`config.mk`:
```
export PLATFORM = sky130hd
export DESIGN_NAME = udw_host
export DESIGN_NICKNAME = d
export VERILOG_FILES = /design/src/udw_pkg.sv /design/src/udw_host.sv
export SDC_FILE = /design/constraint.sdc
export NUM_CORES = 1
export LEC_CHECK = 0
export BUFFER_PORTS_ARGS = -buffer_cell sky130_fd_sc_hd__buf_2
export CORE_UTILIZATION = 59
export DETAILED_ROUTE_END_ITERATION = 10
export HOLD_SLACK_MARGIN = 0.08
export PLACE_DENSITY = 0.86
export SKIP_LAST_GASP = 1
export SLEW_MARGIN = 20
export SYNTH_ARGS = -nofsm -noshare
export SYNTH_HDL_FRONTEND = slang
export SYNTH_SLANG_ARGS = --single-unit
```
`constraint.sdc`:
```
create_clock -name sys_clk -period 3.4 [get_ports sys_clk]
set_input_delay 0.17 -clock sys_clk [delete_from_list [all_inputs] [get_ports sys_clk]]
set_output_delay 0.17 -clock sys_clk [all_outputs]
set_load 0.1 [all_outputs]
```
`src/udw_pkg.sv`:
```
// Package for the up/down wiper host controller.
// Assumes a 25 MHz system clock; all timing counts derive from it.
package udw_pkg;
    localparam int CLK_MHZ = 25;
    localparam int TAP_W = 5;
    localparam logic [4:0] TAP_MAX = 5'h1f;
    localparam logic [4:0] TAP_MIN = 5'h00;
    localparam logic [4:0] TAP_DEFAULT = 5'h10;
    // Step high and low times on the up/down pin, in ns
    localparam int STEP_HIGH_NS = 100;
    localparam int STEP_LOW_NS = 100;
    // Programming timing in ms
    localparam int SUPPLY_TO_SEL_MS = 1;
    localparam int SEL_TO_SUPPLY_MS = 5;
    localparam int PROG_PULSE_HIGH_MS = 5;
    localparam int PROG_PULSE_LOW_MS = 5;
    localparam int SUPPLY_OFF_TO_SEL_MS = 1;
    localparam int STEP_HIGH_CYC = (STEP_HIGH_NS * CLK_MHZ + 999) / 1000;
    localparam int STEP_LOW_CYC = (STEP_LOW_NS * CLK_MHZ + 999) / 1000;
    localparam int MS_CYC = 1000 * CLK_MHZ;
    localparam logic [2:0] PULSES_STORE = 3'h5;
    localparam logic [2:0] PULSES_LOCK = 3'h6;
    localparam int CNT_W = 20;
    typedef enum logic [3:0] {
        UDW_IDLE, UDW_SEL, UDW_UP, UDW_DOWN, UDW_REL,
        UDW_P_UD, UDW_P_VPP, UDW_P_LOW, UDW_P_HIGH, UDW_P_VOFF, UDW_P_END
    } udw_state_type;
endpackage

```
`src/udw_host.sv`:
```
// Host controller driving the select and up/down pins of an up/down wiper part.
// Assumes pins are direct outputs; the programming supply is switched by supply_en.
`timescale 1ns/10ps
// Notes on behaviour
// - Move, up/down high, supply on, select low.
// - Five select pulses store current position.
// - Return programming supply to zero afterwards.
// - Restore original tap before locking programmed part; the controller does not move the tap back itself.
module udw_host
(
    input wire logic sys_clk,
    input wire logic reset,
    input wire logic move_req,
    input wire logic move_up,
    input wire logic [udw_pkg::TAP_W-1:0] move_steps,
    input wire logic prog_req,
    input wire logic prog_lock,
    output logic busy,
    output logic locked,
    output logic [udw_pkg::TAP_W-1:0] tap_pos,
    output logic sel_n,
    output logic updown,
    output logic supply_en
);
    import udw_pkg::*;

    // ----------------------------------------
    // Helpers
    // ----------------------------------------
    function automatic logic [CNT_W-1:0] ms_cycles(input int ms);
        ms_cycles = CNT_W'(ms * MS_CYC);
    endfunction

    function automatic logic [TAP_W-1:0] sat_step(input logic [TAP_W-1:0] t, input logic up);
        if (up)
            sat_step = (t == TAP_MAX) ? t : t + 5'h01;
        else
            sat_step = (t == TAP_MIN) ? t : t - 5'h01;
    endfunction

    // ----------------------------------------
    // State
    // ----------------------------------------
    udw_state_type state_q, state_d;
    logic [CNT_W-1:0] cnt_q, cnt_d;
    logic [TAP_W-1:0] steps_q, steps_d;
    logic [TAP_W-1:0] tap_q, tap_d;
    logic [2:0] pulses_q, pulses_d;
    logic [2:0] target_q, target_d;
    logic dir_q, dir_d;
    logic sel_n_q, sel_n_d;
    logic ud_q, ud_d;
    logic sup_q, sup_d;
    logic lock_q, lock_d;

    always_comb
    begin
        state_d = state_q;
        cnt_d = (cnt_q != '0) ? cnt_q - 20'h00001 : cnt_q;
        steps_d = steps_q;
        tap_d = tap_q;
        pulses_d = pulses_q;
        target_d = target_q;
        dir_d = dir_q;
        sel_n_d = sel_n_q;
        ud_d = ud_q;
        sup_d = sup_q;
        lock_d = lock_q;
        case (state_q)
            UDW_IDLE:
            begin
                if (lock_q)
                begin
                    state_d = UDW_IDLE;
                end
                else if (prog_req)
                begin
                    target_d = prog_lock ? PULSES_LOCK : PULSES_STORE;
                    ud_d = 1'b1;
                    cnt_d = CNT_W'(STEP_HIGH_CYC);
                    state_d = UDW_P_UD;
                end
                else if (move_req && move_steps != '0)
                begin
                    dir_d = move_up;
                    ud_d = move_up;
                    steps_d = move_steps;
                    cnt_d = CNT_W'(STEP_HIGH_CYC);
                    state_d = UDW_SEL;
                end
            end
            UDW_SEL:
            begin
                if (cnt_q == '0)
                begin
                    // Direction stays on up/down past the select fall, as hold time
                    sel_n_d = 1'b0;
                    cnt_d = CNT_W'(STEP_HIGH_CYC);
                    state_d = UDW_UP;
                end
            end
            UDW_DOWN:
            begin
                if (cnt_q == '0)
                begin
                    ud_d = 1'b1;
                    tap_d = sat_step(tap_q, dir_q);
                    steps_d = steps_q - 5'h01;
                    cnt_d = CNT_W'(STEP_HIGH_CYC);
                    state_d = UDW_UP;
                end
            end
            UDW_UP:
            begin
                if (cnt_q == '0)
                begin
                    if (steps_q == '0)
                    begin
                        sel_n_d = 1'b1;
                        cnt_d = CNT_W'(STEP_HIGH_CYC);
                        state_d = UDW_REL;
                    end
                    else
                    begin
                        ud_d = 1'b0;
                        cnt_d = CNT_W'(STEP_LOW_CYC);
                        state_d = UDW_DOWN;
                    end
                end
            end
            UDW_REL:
            begin
                if (cnt_q == '0)
                begin
                    ud_d = 1'b0;
                    state_d = UDW_IDLE;
                end
            end
            UDW_P_UD:
            begin
                if (cnt_q == '0)
                begin
                    sup_d = 1'b1;
                    cnt_d = ms_cycles(SUPPLY_TO_SEL_MS);
                    state_d = UDW_P_VPP;
                end
            end
            UDW_P_VPP:
            begin
                if (cnt_q == '0)
                begin
                    sel_n_d = 1'b0;
                    pulses_d = '0;
                    cnt_d = ms_cycles(PROG_PULSE_LOW_MS);
                    state_d = UDW_P_LOW;
                end
            end
            UDW_P_LOW:
            begin
                if (cnt_q == '0)
                begin
                    if (pulses_q == target_q)
                    begin
                        sup_d = 1'b0;
                        cnt_d = ms_cycles(SUPPLY_OFF_TO_SEL_MS);
                        state_d = UDW_P_VOFF;
                    end
                    else
                    begin
                        sel_n_d = 1'b1;
                        cnt_d = ms_cycles(PROG_PULSE_HIGH_MS);
                        state_d = UDW_P_HIGH;
                    end
                end
            end
            UDW_P_HIGH:
            begin
                if (cnt_q == '0)
                begin
                    sel_n_d = 1'b0;
                    pulses_d = pulses_q + 3'h1;
                    cnt_d = ms_cycles(PROG_PULSE_LOW_MS);
                    state_d = UDW_P_LOW;
                end
            end
            UDW_P_VOFF:
            begin
                if (cnt_q == '0)
                begin
                    sel_n_d = 1'b1; // up/down is high, so no extra step
                    cnt_d = CNT_W'(STEP_HIGH_CYC);
                    state_d = UDW_P_END;
                end
            end
            UDW_P_END:
            begin
                if (cnt_q == '0)
                begin
                    ud_d = 1'b0;
                    lock_d = (target_q == PULSES_LOCK);
                    state_d = UDW_IDLE;
                end
            end
            default:
            begin
                state_d = UDW_IDLE;
            end
        endcase
    end

    always_ff @(posedge sys_clk)
    begin
        if (reset)
        begin
            state_q <= UDW_IDLE;
            cnt_q <= '0;
            steps_q <= '0;
            tap_q <= TAP_DEFAULT;
            pulses_q <= '0;
            target_q <= PULSES_STORE;
            dir_q <= 1'b0;
            sel_n_q <= 1'b1;
            ud_q <= 1'b0;
            sup_q <= 1'b0;
            lock_q <= 1'b0;
        end
        else
        begin
            state_q <= state_d;
            cnt_q <= cnt_d;
            steps_q <= steps_d;
            tap_q <= tap_d;
            pulses_q <= pulses_d;
            target_q <= target_d;
            dir_q <= dir_d;
            sel_n_q <= sel_n_d;
            ud_q <= ud_d;
            sup_q <= sup_d;
            lock_q <= lock_d;
        end
    end

    assign busy = (state_q != UDW_IDLE);
    assign locked = lock_q;
    assign tap_pos = tap_q;
    assign sel_n = sel_n_q;
    assign updown = ud_q;
    assign supply_en = sup_q;

    // ----------------------------------------
    // Checks
    // ----------------------------------------
    sel_fall_dir_a: assert property (@(posedge sys_clk) disable iff (reset)
        ($fell(sel_n) && !supply_en) |-> (updown == dir_q))
        else $error("Direction not presented at select fall");
    no_extra_step_a: assert property (@(posedge sys_clk) disable iff (reset)
        $rose(sel_n) |-> updown)
        else $error("Select rose with up/down low");
    prog_order_a: assert property (@(posedge sys_clk) disable iff (reset)
        ($fell(sel_n) && supply_en) |-> updown)
        else $error("Programming select fall without up/down high");
    supply_first_a: assert property (@(posedge sys_clk) disable iff (reset)
        (state_q == UDW_P_HIGH) |-> supply_en)
        else $error("Programming pulse without supply");
    lock_quiet_a: assert property (@(posedge sys_clk) disable iff (reset)
        locked |-> (sel_n && !supply_en && state_q == UDW_IDLE))
        else $error("Activity after lock");
    sat_top_a: assert property (@(posedge sys_clk) disable iff (reset)
        ($past(tap_q) == TAP_MAX && $past(dir_q) && $rose(updown) && !sel_n) |-> tap_q == TAP_MAX)
        else $error("Tap wrapped at top");
endmodule

```
==> run_results.csv, run 1 <==
group,metric,value,unit
routing,dr.pass1.iters,5,
worst_setup_path,ff2ff_path_depth,13,
final_layout,num_antenna_cells,0,
routing,wl_per_cell,16.6,µm
final_layout,syn_to_final_growth,7.80,%
clock_tree,clk_path_buf_depth,2,
routing,vias,2859,
sta,tightest_slew,0.697,ns
synthesis,synthCells,370,
worst_setup_path,path_max_fanout,6,
floorplanning,die_w,71.2,µm
floorplanning,rows,24,
routing,drc_errors,0,
synthesis,synth_nets,390,
synthesis,netlist_area,2820,µm²
routing,drt_iter0_markers,435,
worst_hold_path,whs_path_depth,2,
sta,finClkSkew,0.00820,ns
clock_tree,numCtsBuffers,5,
synthesis,ys_seq_area_share,31.2,%
status,outcome,"completed",
floorplanning,initial_core_util,63.1,%
placement,globalplace.congestion,0.938,
routing,dr_wl_met2,3350,µm
global_routing,overflow,0,
worst_setup_path,max_stage_delay,0.49,ns
clock_tree,clk_pin_slew,0.08,ns
routing,routed_wirelength,7220,µm
sta,finalMaxSlewViolations,0,
final_layout,multi_input_area,1810,µm²
final_layout,drive_above_1_share,10.9,%
sta,hold_viol_final,0,
worst_setup_path,cpMaxStageDelayCell,"nor4b_2",
worst_setup_path,cp.required,3.61,ns
power,powerDensity,1110,nW/µm²
global_routing,antenna_found_initial,0,
global_routing,grt_max_degree,35,
worst_setup_path,cp_cell_sequence,"inv_1 -> ha_1 -> nor4b_2 -> and3_1 -> inv_1 -> or3_1 -> ha_1 -> nand2b_1 -> a22oi_1 -> nor3_1 -> a21oi_1 -> a21o_1 -> a221oi_1",
clock_tree,cts_root_buf,"clkbuf_8",
sta,rsz0062_at_grt,"no",
clock_tree,postCtsSetupRepairBufs,0,
global_routing,first_global_vias,2549,
global_routing,track_usage,30.3,%
floorplanning,die_height,71.2,µm
routing,antenna_left,0,
synthesis,synth_edf_count,0,
synthesis,ys_warn_count,0,
clock_tree,clk_latency,0.30,ns
sta,final.setup.tns,0,ns
run,drv_cap,0,
clock_tree,htreeDepth,2,
placement,io_buffer_count,20,
synthesis,synthArstFlopShare,0,%
sta,finalSetupViolCount,0,
power,vdd_ir_drop_max,0.000693,V
worst_setup_path,arrival,3.22,ns
global_routing,grt_pass1_wl,12000,µm
final_layout,final_nets,403,
worst_setup_path,start_kind,"flip-flop",
floorplanning,die-area,5070,µm²
synthesis,syn_avg_cell_area,7.63,µm²
worst_setup_path,end_kind,"flip-flop",
clock_tree,cts_tree,"done",
sta,fin_crit_sh,88.4,%
synthesis,synthFlopType,"dfxtp_1",
clock_tree,ctsResizeCount,0,
floorplanning,io_pins,21,
routing,wl_met3,550,µm
routing,met1_length,3190,µm
synthesis,synth.distinct_cells,54,
synthesis,synth_seq_cells,44,
final_layout,num-fill-cells,378,
routing,vias_per_cell,6.56,
final_layout,regArea,881,µm²
placement,dp_hpwl,5190,µm
sta,timing.slew.headroom,53.1,%
power,p_leak,1.20,nW
clock_tree,clock-sinks,44,
power,fin_total_pwr,3.38,mW
floorplanning,core,4470,µm²
routing,routed.top_layer,"met4",
sta,fmax,333,MHz
worst_setup_path,crit_type,"flip-flop to flip-flop",
sta,whs,0.104,ns
worst_hold_path,holdCritPathClass,"input port to flip-flop",
sta,fin_crit,3.01,ns
clock_tree,cts_hold_buf,0,
[logic make-up (layout without fill, tap and decap cells)]
group	count (synthesis)	count (layout)	share of synthesized area, %
buffers and inverters	33	47	4.65
flip-flops	44	44	31.2
multiplexers	12	12	4.30
adder cells (fa/ha/maj)	9	9	4.26
AO/OA/AOI/OAI	102	102	22.3
AND/OR/NAND/NOR	158	158	29.6
XOR/XNOR	12	12	3.72
[power breakdown]
part	switching, mW	internal (mW)
Clock	0.185	0.162
Combinational	1.40	0.806
Sequential	0.166	0.669
Total	1.75	1.64
[metrics by stage]
step	std cells	area (µm²)	util [%]	setup WS (ns)
after global placement	428	2950	65.9	0.631
after global routing	436	3040	68.0	0.0442
final	436	3040	68.0	0.393
after detailed placement	428	2950	65.9	0.445
after floorplan	370	2820	-	0.742
after CTS	436	3040	68.0	0.410
[layout make-up]
type,count,area share [%]
Multi-Input combinational cell,293,59.5
Sequential cell,44,28.9
Timing Repair Buffer,26,4.77
Clock buffer,6,2.71
Tap cell,52,2.14
Inverter,13,1.60
Clock inverter,2,0.329
[path summary, 6_finish.rpt]
path              startpoint           to  slack [ns]
setup / recovery    cnt_q[0]     cnt_q[0]        0.39
hold / removal     prog_lock  target_q[0]        0.10
setup reg to reg    cnt_q[0]     cnt_q[0]        0.39
hold reg to reg        sel_n        sel_n        0.47
[cell usage in the layout, fill, tap and decap left out, types with 10 or more instances in the layout]
master     n
dfxtp_1   44
nor2_1    40
nand2_1   33
a21oi_1   30
o21ai_0   26
nor3_1    23
buf_2     20
inv_1     13
nand3_1   11
mux2i_1   11
a211oi_1  10
[Yosys cell counts (5+ instances only)]
library cell / number / share of area [%]
mux2i_1: 11 / 3.9
nand2_1: 33 / 4.4
a21o_1: 5 / 1.3
or4_1: 5 / 1.3
or3_1: 5 / 1.1
nor2b_1: 5 / 1.1
o21ai_0: 26 / 4.6
nor3_1: 23 / 4.1
buf_2: 6 / 1.1
clkbuf_1: 13 / 1.7
inv_1: 13 / 1.7
xnor2_1: 9 / 2.8
ha_1: 8 / 3.5
a21oi_1: 30 / 5.3
dfxtp_1: 44 / 31
a211oi_1: 10 / 2.7
nand3_1: 11 / 2.0
nor2_1: 40 / 5.3
[flip-flops by register name, indices dropped and copies added (netlist names)]
| register | flops |
|---|---|
| cnt_q | 20 |
| dir_q | 1 |
| locked | 1 |
| pulses_q | 3 |
| sel_n | 1 |
| state_q | 4 |
| steps_q | 5 |
| supply_en | 1 |
| tap_pos | 5 |
| target_q | 2 |
| updown | 1 |
[layer usage]
| layer | vias to the layer above | track usage, % |
|---|---|---|
| met2 | 133 | 47.4 |
| met3 | 12 | 5.27 |
| met1 | 1335 | 41.5 |
| met5 | - | 0 |
| li1 | 1379 | - |
| met4 | 0 | 12.0 |
[worst max-delay path: cells and delay by family, from the launching register on]
family,cells,cell delay [ns]
DFF,1,0.34
AOI/OAI and AO/OA,4,0.53
buffers and inverters,2,0.15
adders and majority gates,2,0.43
and+or+nand+nor,5,1.46
Power figures use the tool's default switching activity.
==> inputs of run 2 (changes only) <==
--- a/config.mk
+++ b/config.mk
@@ -6,10 +6,12 @@
 export NUM_CORES = 1
 export LEC_CHECK = 0
 export BUFFER_PORTS_ARGS = -buffer_cell sky130_fd_sc_hd__buf_2
-export CORE_UTILIZATION = 59
+export CORE_UTILIZATION = 55
 export DETAILED_ROUTE_END_ITERATION = 10
+export GPL_TIMING_DRIVEN = 0
 export HOLD_SLACK_MARGIN = 0.08
-export PLACE_DENSITY = 0.86
+export PLACE_DENSITY = 0.82
+export REMOVE_ABC_BUFFERS = 1
 export SKIP_LAST_GASP = 1
 export SLEW_MARGIN = 20
 export SYNTH_ARGS = -nofsm -noshare
==> run_results.csv, run 2 (synthesized netlist as in run 1, its figures left out) <==
group,metric,value,unit
final_layout,fin_util,62.6,%
final_layout,multi_input_area,1810,µm²
final_layout,finalNonFillerCells,445,
clock_tree,clk_latency,0.30,ns
sta,rsz0062_at_grt,"no",
final_layout,mostFrequentLayoutCells,"dfxtp_1, nor2_1, nand2_1",
final_layout,largest_register,"cnt_q",
floorplanning,die_height,73.6,µm
global_routing,first_global_vias,2392,
power,vdd_ir_drop_max,0.000681,V
final_layout,regArea,881,µm²
worst_setup_path,crit_type,"flip-flop to flip-flop",
clock_tree,cts_root_buf,"clkbuf_8",
clock_tree,numCtsBuffers,5,
worst_setup_path,cp.required,3.59,ns
final_layout,drive_above_1_share,9.26,%
routing,routed_wirelength,6730,µm
final_layout,final_nets,397,
worst_setup_path,cpMaxStageDelayCell,"nor4b_2",
worst_hold_path,holdCritPathClass,"input port to flip-flop",
floorplanning,die_w,73.6,µm
sta,final.setup.tns,0,ns
global_routing,antenna_found_initial,0,
sta,finalSetupViolCount,0,
floorplanning,initial_core_util,58.6,%
placement,dp_hpwl,4660,µm
clock_tree,clk_pin_slew,0.07,ns
routing,vias,2801,
sta,fin_crit,3.10,ns
status,outcome,"completed",
routing,drt_iter0_markers,230,
placement,dp_cells,437,
sta,finClkSkew,0.00898,ns
routing,wl_per_cell,15.1,µm
worst_setup_path,max_stage_delay,0.46,ns
worst_setup_path,path_delay_family,"simple AND/OR/NAND/NOR gates",
final_layout,num_antenna_cells,0,
global_routing,track_usage,25.7,%
sta,timing.slew.headroom,53.1,%
global_routing,grt_pass1_wl,11000,µm
run,drv_cap,0,
worst_setup_path,cp_cell_sequence,"inv_1 -> ha_1 -> nor4b_2 -> and3_1 -> inv_1 -> or3_1 -> ha_1 -> nand2b_1 -> a22oi_1 -> nor3_1 -> a21oi_1 -> a21o_1 -> a221oi_1",
clock_tree,clk_path_buf_depth,2,
worst_setup_path,rrSetupSlack,0.30,ns
routing,vias_per_cell,6.29,
worst_setup_path,path_max_fanout,6,
floorplanning,io_pins,21,
worst_setup_path,arrival,3.29,ns
routing,antenna_left,0,
placement,io_buffer_count,20,
sta,fmax,323,MHz
sta,hold_viol_final,0,
placement,globalplace.congestion,0.889,
worst_setup_path,cp_num_buf_inv,2,
final_layout,num-fill-cells,445,
final_layout,syn_to_final_growth,6.83,%
power,powerDensity,1090,nW/µm²
floorplanning,die-area,5420,µm²
sta,tightest_slew,0.702,ns
clock_tree,cts_tree,"done",
routing,drc_errors,0,
final_layout,layout_commonest_cell,"dfxtp_1",
routing,dr.pass1.iters,5,
power,p_leak,1.17,nW
global_routing,grt_max_degree,35,
final_layout,largest_reg_flops,20,
sta,fin_crit_sh,91.1,%
floorplanning,core,4820,µm²
sta,finalMaxSlewViolations,0,
global_routing,overflow,0,
sta,whs,0.101,ns
clock_tree,clock-sinks,44,
clock_tree,htreeDepth,2,
floorplanning,rows,25,
worst_setup_path,start_kind,"flip-flop",
worst_setup_path,end_kind,"flip-flop",
run 2: power breakdown:
part | switching [mW] | leakage [nW] | internal [mW]
Combinational | 1.33 | 0.762 | 0.766
Clock | 0.173 | 0.0455 | 0.166
Sequential | 0.200 | 0.358 | 0.669
run 2: layout make-up:
type                            count  share of cell area (%)
Inverter                           13                    1.62
Clock buffer                        8                    2.99
Timing Repair Buffer               20                    3.32
Multi-Input combinational cell    293                    60.1
Sequential cell                    44                    29.2
Tap cell                           67                    2.78
run 2: path summary, 6_finish.rpt:
kind,start,to,cells past startpoint
min,prog_lock,target_q[0],2
max reg2reg,cnt_q[0],cnt_q[0],13
max,cnt_q[0],cnt_q[0],13
min reg2reg,updown,updown,2
run 2: what timing repair did:
action,CTS,global route
setup buffers,0,0
hold buffers,0,0
setup endpoints to repair,0,10
gates resized for setup,0,1
run 2: routing by layer:
| metal | track usage, % | wire length (µm) |
|---|---|---|
| met2 | 41.0 | 3050 |
| met1 | 35.4 | 3070 |
| met3 | 5.49 | 565 |
| met5 | 0 | 0 |
| met4 | 6.41 | 54 |
run 2: per-stage QoR:
step                      setup slack [ns]  total power, mW  area (µm²)
after floorplan                      0.702             2.47        2740
after global placement               0.172             2.86        2920
after detailed placement             0.131             2.92        2920
after CTS                            0.121             3.27        3010
after global routing                0.0389             3.56        3020
final                                0.301             3.30        3020
==> inputs of run 3 (changes only) <==
--- a/config.mk
+++ b/config.mk
@@ -5,10 +5,10 @@
 export SDC_FILE = /design/constraint.sdc
 export NUM_CORES = 1
 export LEC_CHECK = 0
+export ABC_AREA = 1
 export BUFFER_PORTS_ARGS = -buffer_cell sky130_fd_sc_hd__buf_2
 export CORE_UTILIZATION = 55
 export DETAILED_ROUTE_END_ITERATION = 10
-export GPL_TIMING_DRIVEN = 0
 export HOLD_SLACK_MARGIN = 0.08
 export PLACE_DENSITY = 0.82
 export REMOVE_ABC_BUFFERS = 1
==> run_results.csv, run 3 <==
group,metric,value,unit
status,outcome,"completed",
worst_setup_path,max_stage_delay,0.32,ns
synthesis,synth_seq_cells,44,
worst_setup_path,crit_end,"tap_pos[4]",
routing,drt_iter0_markers,259,
clock_tree,clock-sinks,44,
run,drv_cap,0,
final_layout,layout_commonest_cell,"nand2_1",
final_layout,multi_input_area,1710,µm²
synthesis,ys_seq_area_share,30.8,%
synthesis,synth.distinct_cells,36,
global_routing,overflow,0,
sta,rsz0062_at_grt,"no",
worst_setup_path,timing.rr.start,"cnt_q[0]",
worst_setup_path,startpoint,"cnt_q[0]",
synthesis,ys_warn_count,0,
global_routing,antenna_found_initial,0,
worst_setup_path,rrSetupSlack,1.19,ns
routing,drc_errors,0,
final_layout,drive_above_1_share,10.8,%
synthesis,synth_commonest_cells,"nand2_1, nor2_1, inv_1",
synthesis,synthFlopType,"dfxtp_1",
worst_setup_path,arrival,2.37,ns
synthesis,syn_avg_cell_area,6.37,µm²
clock_tree,clk_latency,0.30,ns
sta,fmax,453,MHz
routing,wl_per_cell,12.4,µm
clock_tree,ctsResizeCount,0,
clock_tree,cts_root_buf,"clkbuf_8",
worst_setup_path,r2r-end,"tap_pos[4]",
worst_setup_path,cp_cell_sequence,"inv_1 -> ha_1 -> nand2_1 -> nor2_4 -> nand3_2 -> inv_1 -> nand3b_1 -> o21ai_0 -> nand3_1",
synthesis,netlist_area,2860,µm²
worst_setup_path,path_max_fanout,12,
sta,timing.slew.headroom,52.6,%
routing,routed_wirelength,6670,µm
clock_tree,postCtsSetupRepairBufs,0,
placement,dpl_worst_slack,1.22,ns
synthesis,synth_edf_count,0,
synthesis,synth_top_area_share,30.8,%
final_layout,regArea,881,µm²
sta,fin_crit_sh,64.9,%
worst_setup_path,ff2ff_path_depth,9,
floorplanning,io_pins,21,
synthesis,synthCells,449,
worst_setup_path,start_kind,"flip-flop",
worst_setup_path,cp.required,3.56,ns
final_layout,mostFrequentLayoutCells,"nand2_1, nor2_1, inv_1",
worst_setup_path,crit_type,"flip-flop to flip-flop",
final_layout,num_antenna_cells,0,
clock_tree,clk_path_buf_depth,2,
clock_tree,htreeDepth,2,
floorplanning,die-area,5490,µm²
synthesis,post-synth-top-count-cell,"nand2_1",
worst_setup_path,cpMostUsedCell,"inv_1",
final_layout,syn_to_final_growth,8.62,%
global_routing,track_usage,27.3,%
sta,finalWorstSetupSlack,1.19,ns
final_layout,final_nets,490,
clock_tree,clk_pin_slew,0.08,ns
worst_setup_path,end_kind,"flip-flop",
sta,tightest_slew,0.710,ns
floorplanning,initial_core_util,59.0,%
worst_setup_path,path_delay_family,"simple AND/OR/NAND/NOR gates",
placement,globalplace.congestion,0.918,
routing,vias_per_cell,5.27,
clock_tree,cts_hold_buf,0,
final_layout,num-fill-cells,477,
global_routing,first_global_vias,2682,
sta,finalSetupViolCount,0,
placement,io_buffer_count,20,
synthesis,yosysTopAreaCell,"dfxtp_1",
floorplanning,die_w,74.1,µm
floorplanning,die_height,74.1,µm
routing,antenna_left,0,
worst_setup_path,cp.depth,9,
worst_setup_path,cpMaxStageDelayCell,"dfxtp_1",
synthesis,synthArstFlopShare,0,%
floorplanning,core,4850,µm²
final_layout,largest_register,"cnt_q",
sta,final.setup.tns,0,ns
clock_tree,cts_tree,"done",
sta,hold_viol_final,0,
worst_hold_path,holdCritPathClass,"input port to flip-flop",
placement,dp_hpwl,5090,µm
sta,fin_crit,2.21,ns
sta,finClkSkew,0.0112,ns
sta,finalMaxSlewViolations,0,
clock_tree,numCtsBuffers,5,
routing,dr.pass1.iters,4,
floorplanning,rows,25,
routing,vias,2834,
global_routing,grt_max_degree,30,
synthesis,synth.area.top_cells,"dfxtp_1, nand2_1, nor2_1",
global_routing,grt_pass1_wl,11600,µm
worst_setup_path,cp_num_buf_inv,2,
final_layout,largest_reg_flops,20,
run 3: cell count changes after synthesis, moves of 7 or more:
cell / change
nand3_1: +14
a211oi_1: -9
nor2_2: +9
clkbuf_1: -10
mux2i_1: -11
xor2_1: +12
nand2_1: +66
nor2_1: +41
inv_1: +40
nor3_1: -17
o21ai_0: +7
run 3: how the worst min path moves through the flow:
| stage | start | end | slack [ns] | depth (start not counted) |
|---|---|---|---|---|
| 2_1_floorplan | reset | cnt_q[6] | 0.23 | 1 |
| 5_1_grt | prog_lock | target_q[1] | 0.15 | 3 |
| 4_1_cts | prog_lock | target_q[1] | 0.14 | 3 |
| 3_5_place_dp | sel_n | sel_n | 0.46 | 2 |
| 6_report | prog_lock | target_q[1] | 0.15 | 3 |
| 3_3_place_gp | sel_n | sel_n | 0.44 | 2 |
run 3: layer usage:
metal / vias up / GRT usage, % / wire length, µm
li1: 1485 / - / -
met1: 1260 / 34.8 / 3070
met2: 79 / 46.5 / 3210
met3: 10 / 4.34 / 295
met4: 0 / 10.0 / 87
met5: - / 0 / 0
run 3: cell families (layout without fill, tap and decap cells):
family | after synthesis | count (layout) | synth area share [%]
AOI/OAI and AO/OA | 72 | 72 | 13.7
xor gates and xnor gates | 18 | 18 | 5.51
adders and majority gates | 9 | 9 | 4.20
buffers and inverters | 64 | 86 | 9.32
DFF | 44 | 44 | 30.8
muxes | 1 | 1 | 0.394
and+or+nand+nor | 241 | 241 | 36.1
run 3: final cells by class:
cell class	instances	area share [%]
Clock buffer	6	2.34
Clock inverter	2	1.13
Inverter	57	6.89
Multi-Input combinational cell	341	55.1
Sequential cell	44	28.4
Tap cell	67	2.70
Timing Repair Buffer	21	3.46
run 3: per-stage QoR:
| stage | util [%] | hold WS [ns] | std cells | area [µm²] |
|---|---|---|---|---|
| finish | 64.1 | 0.149 | 538 | 3110 |
| global route | 64.1 | 0.148 | 538 | 3110 |
| detailed placement | 61.9 | 0.455 | 530 | 3000 |
| global placement | 61.9 | 0.439 | 530 | 3000 |
| floorplan | - | 0.232 | 442 | 2810 |
| CTS | 64.1 | 0.137 | 538 | 3110 |
run 3: worst reg2reg max path: stages, from the launching register on:
cell	delay, ns
dfxtp_1	0.32
inv_1	0.11
ha_1	0.28
nand2_1	0.14
nor2_4	0.20
nand3_2	0.10
inv_1	0.31
nand3b_1	0.29
o21ai_0	0.24
nand3_1	0.08
Power of run 3 is left out: the tool's default activity adds up to more than one toggle a clock period on the data nets, which glitch-free logic cannot reach.
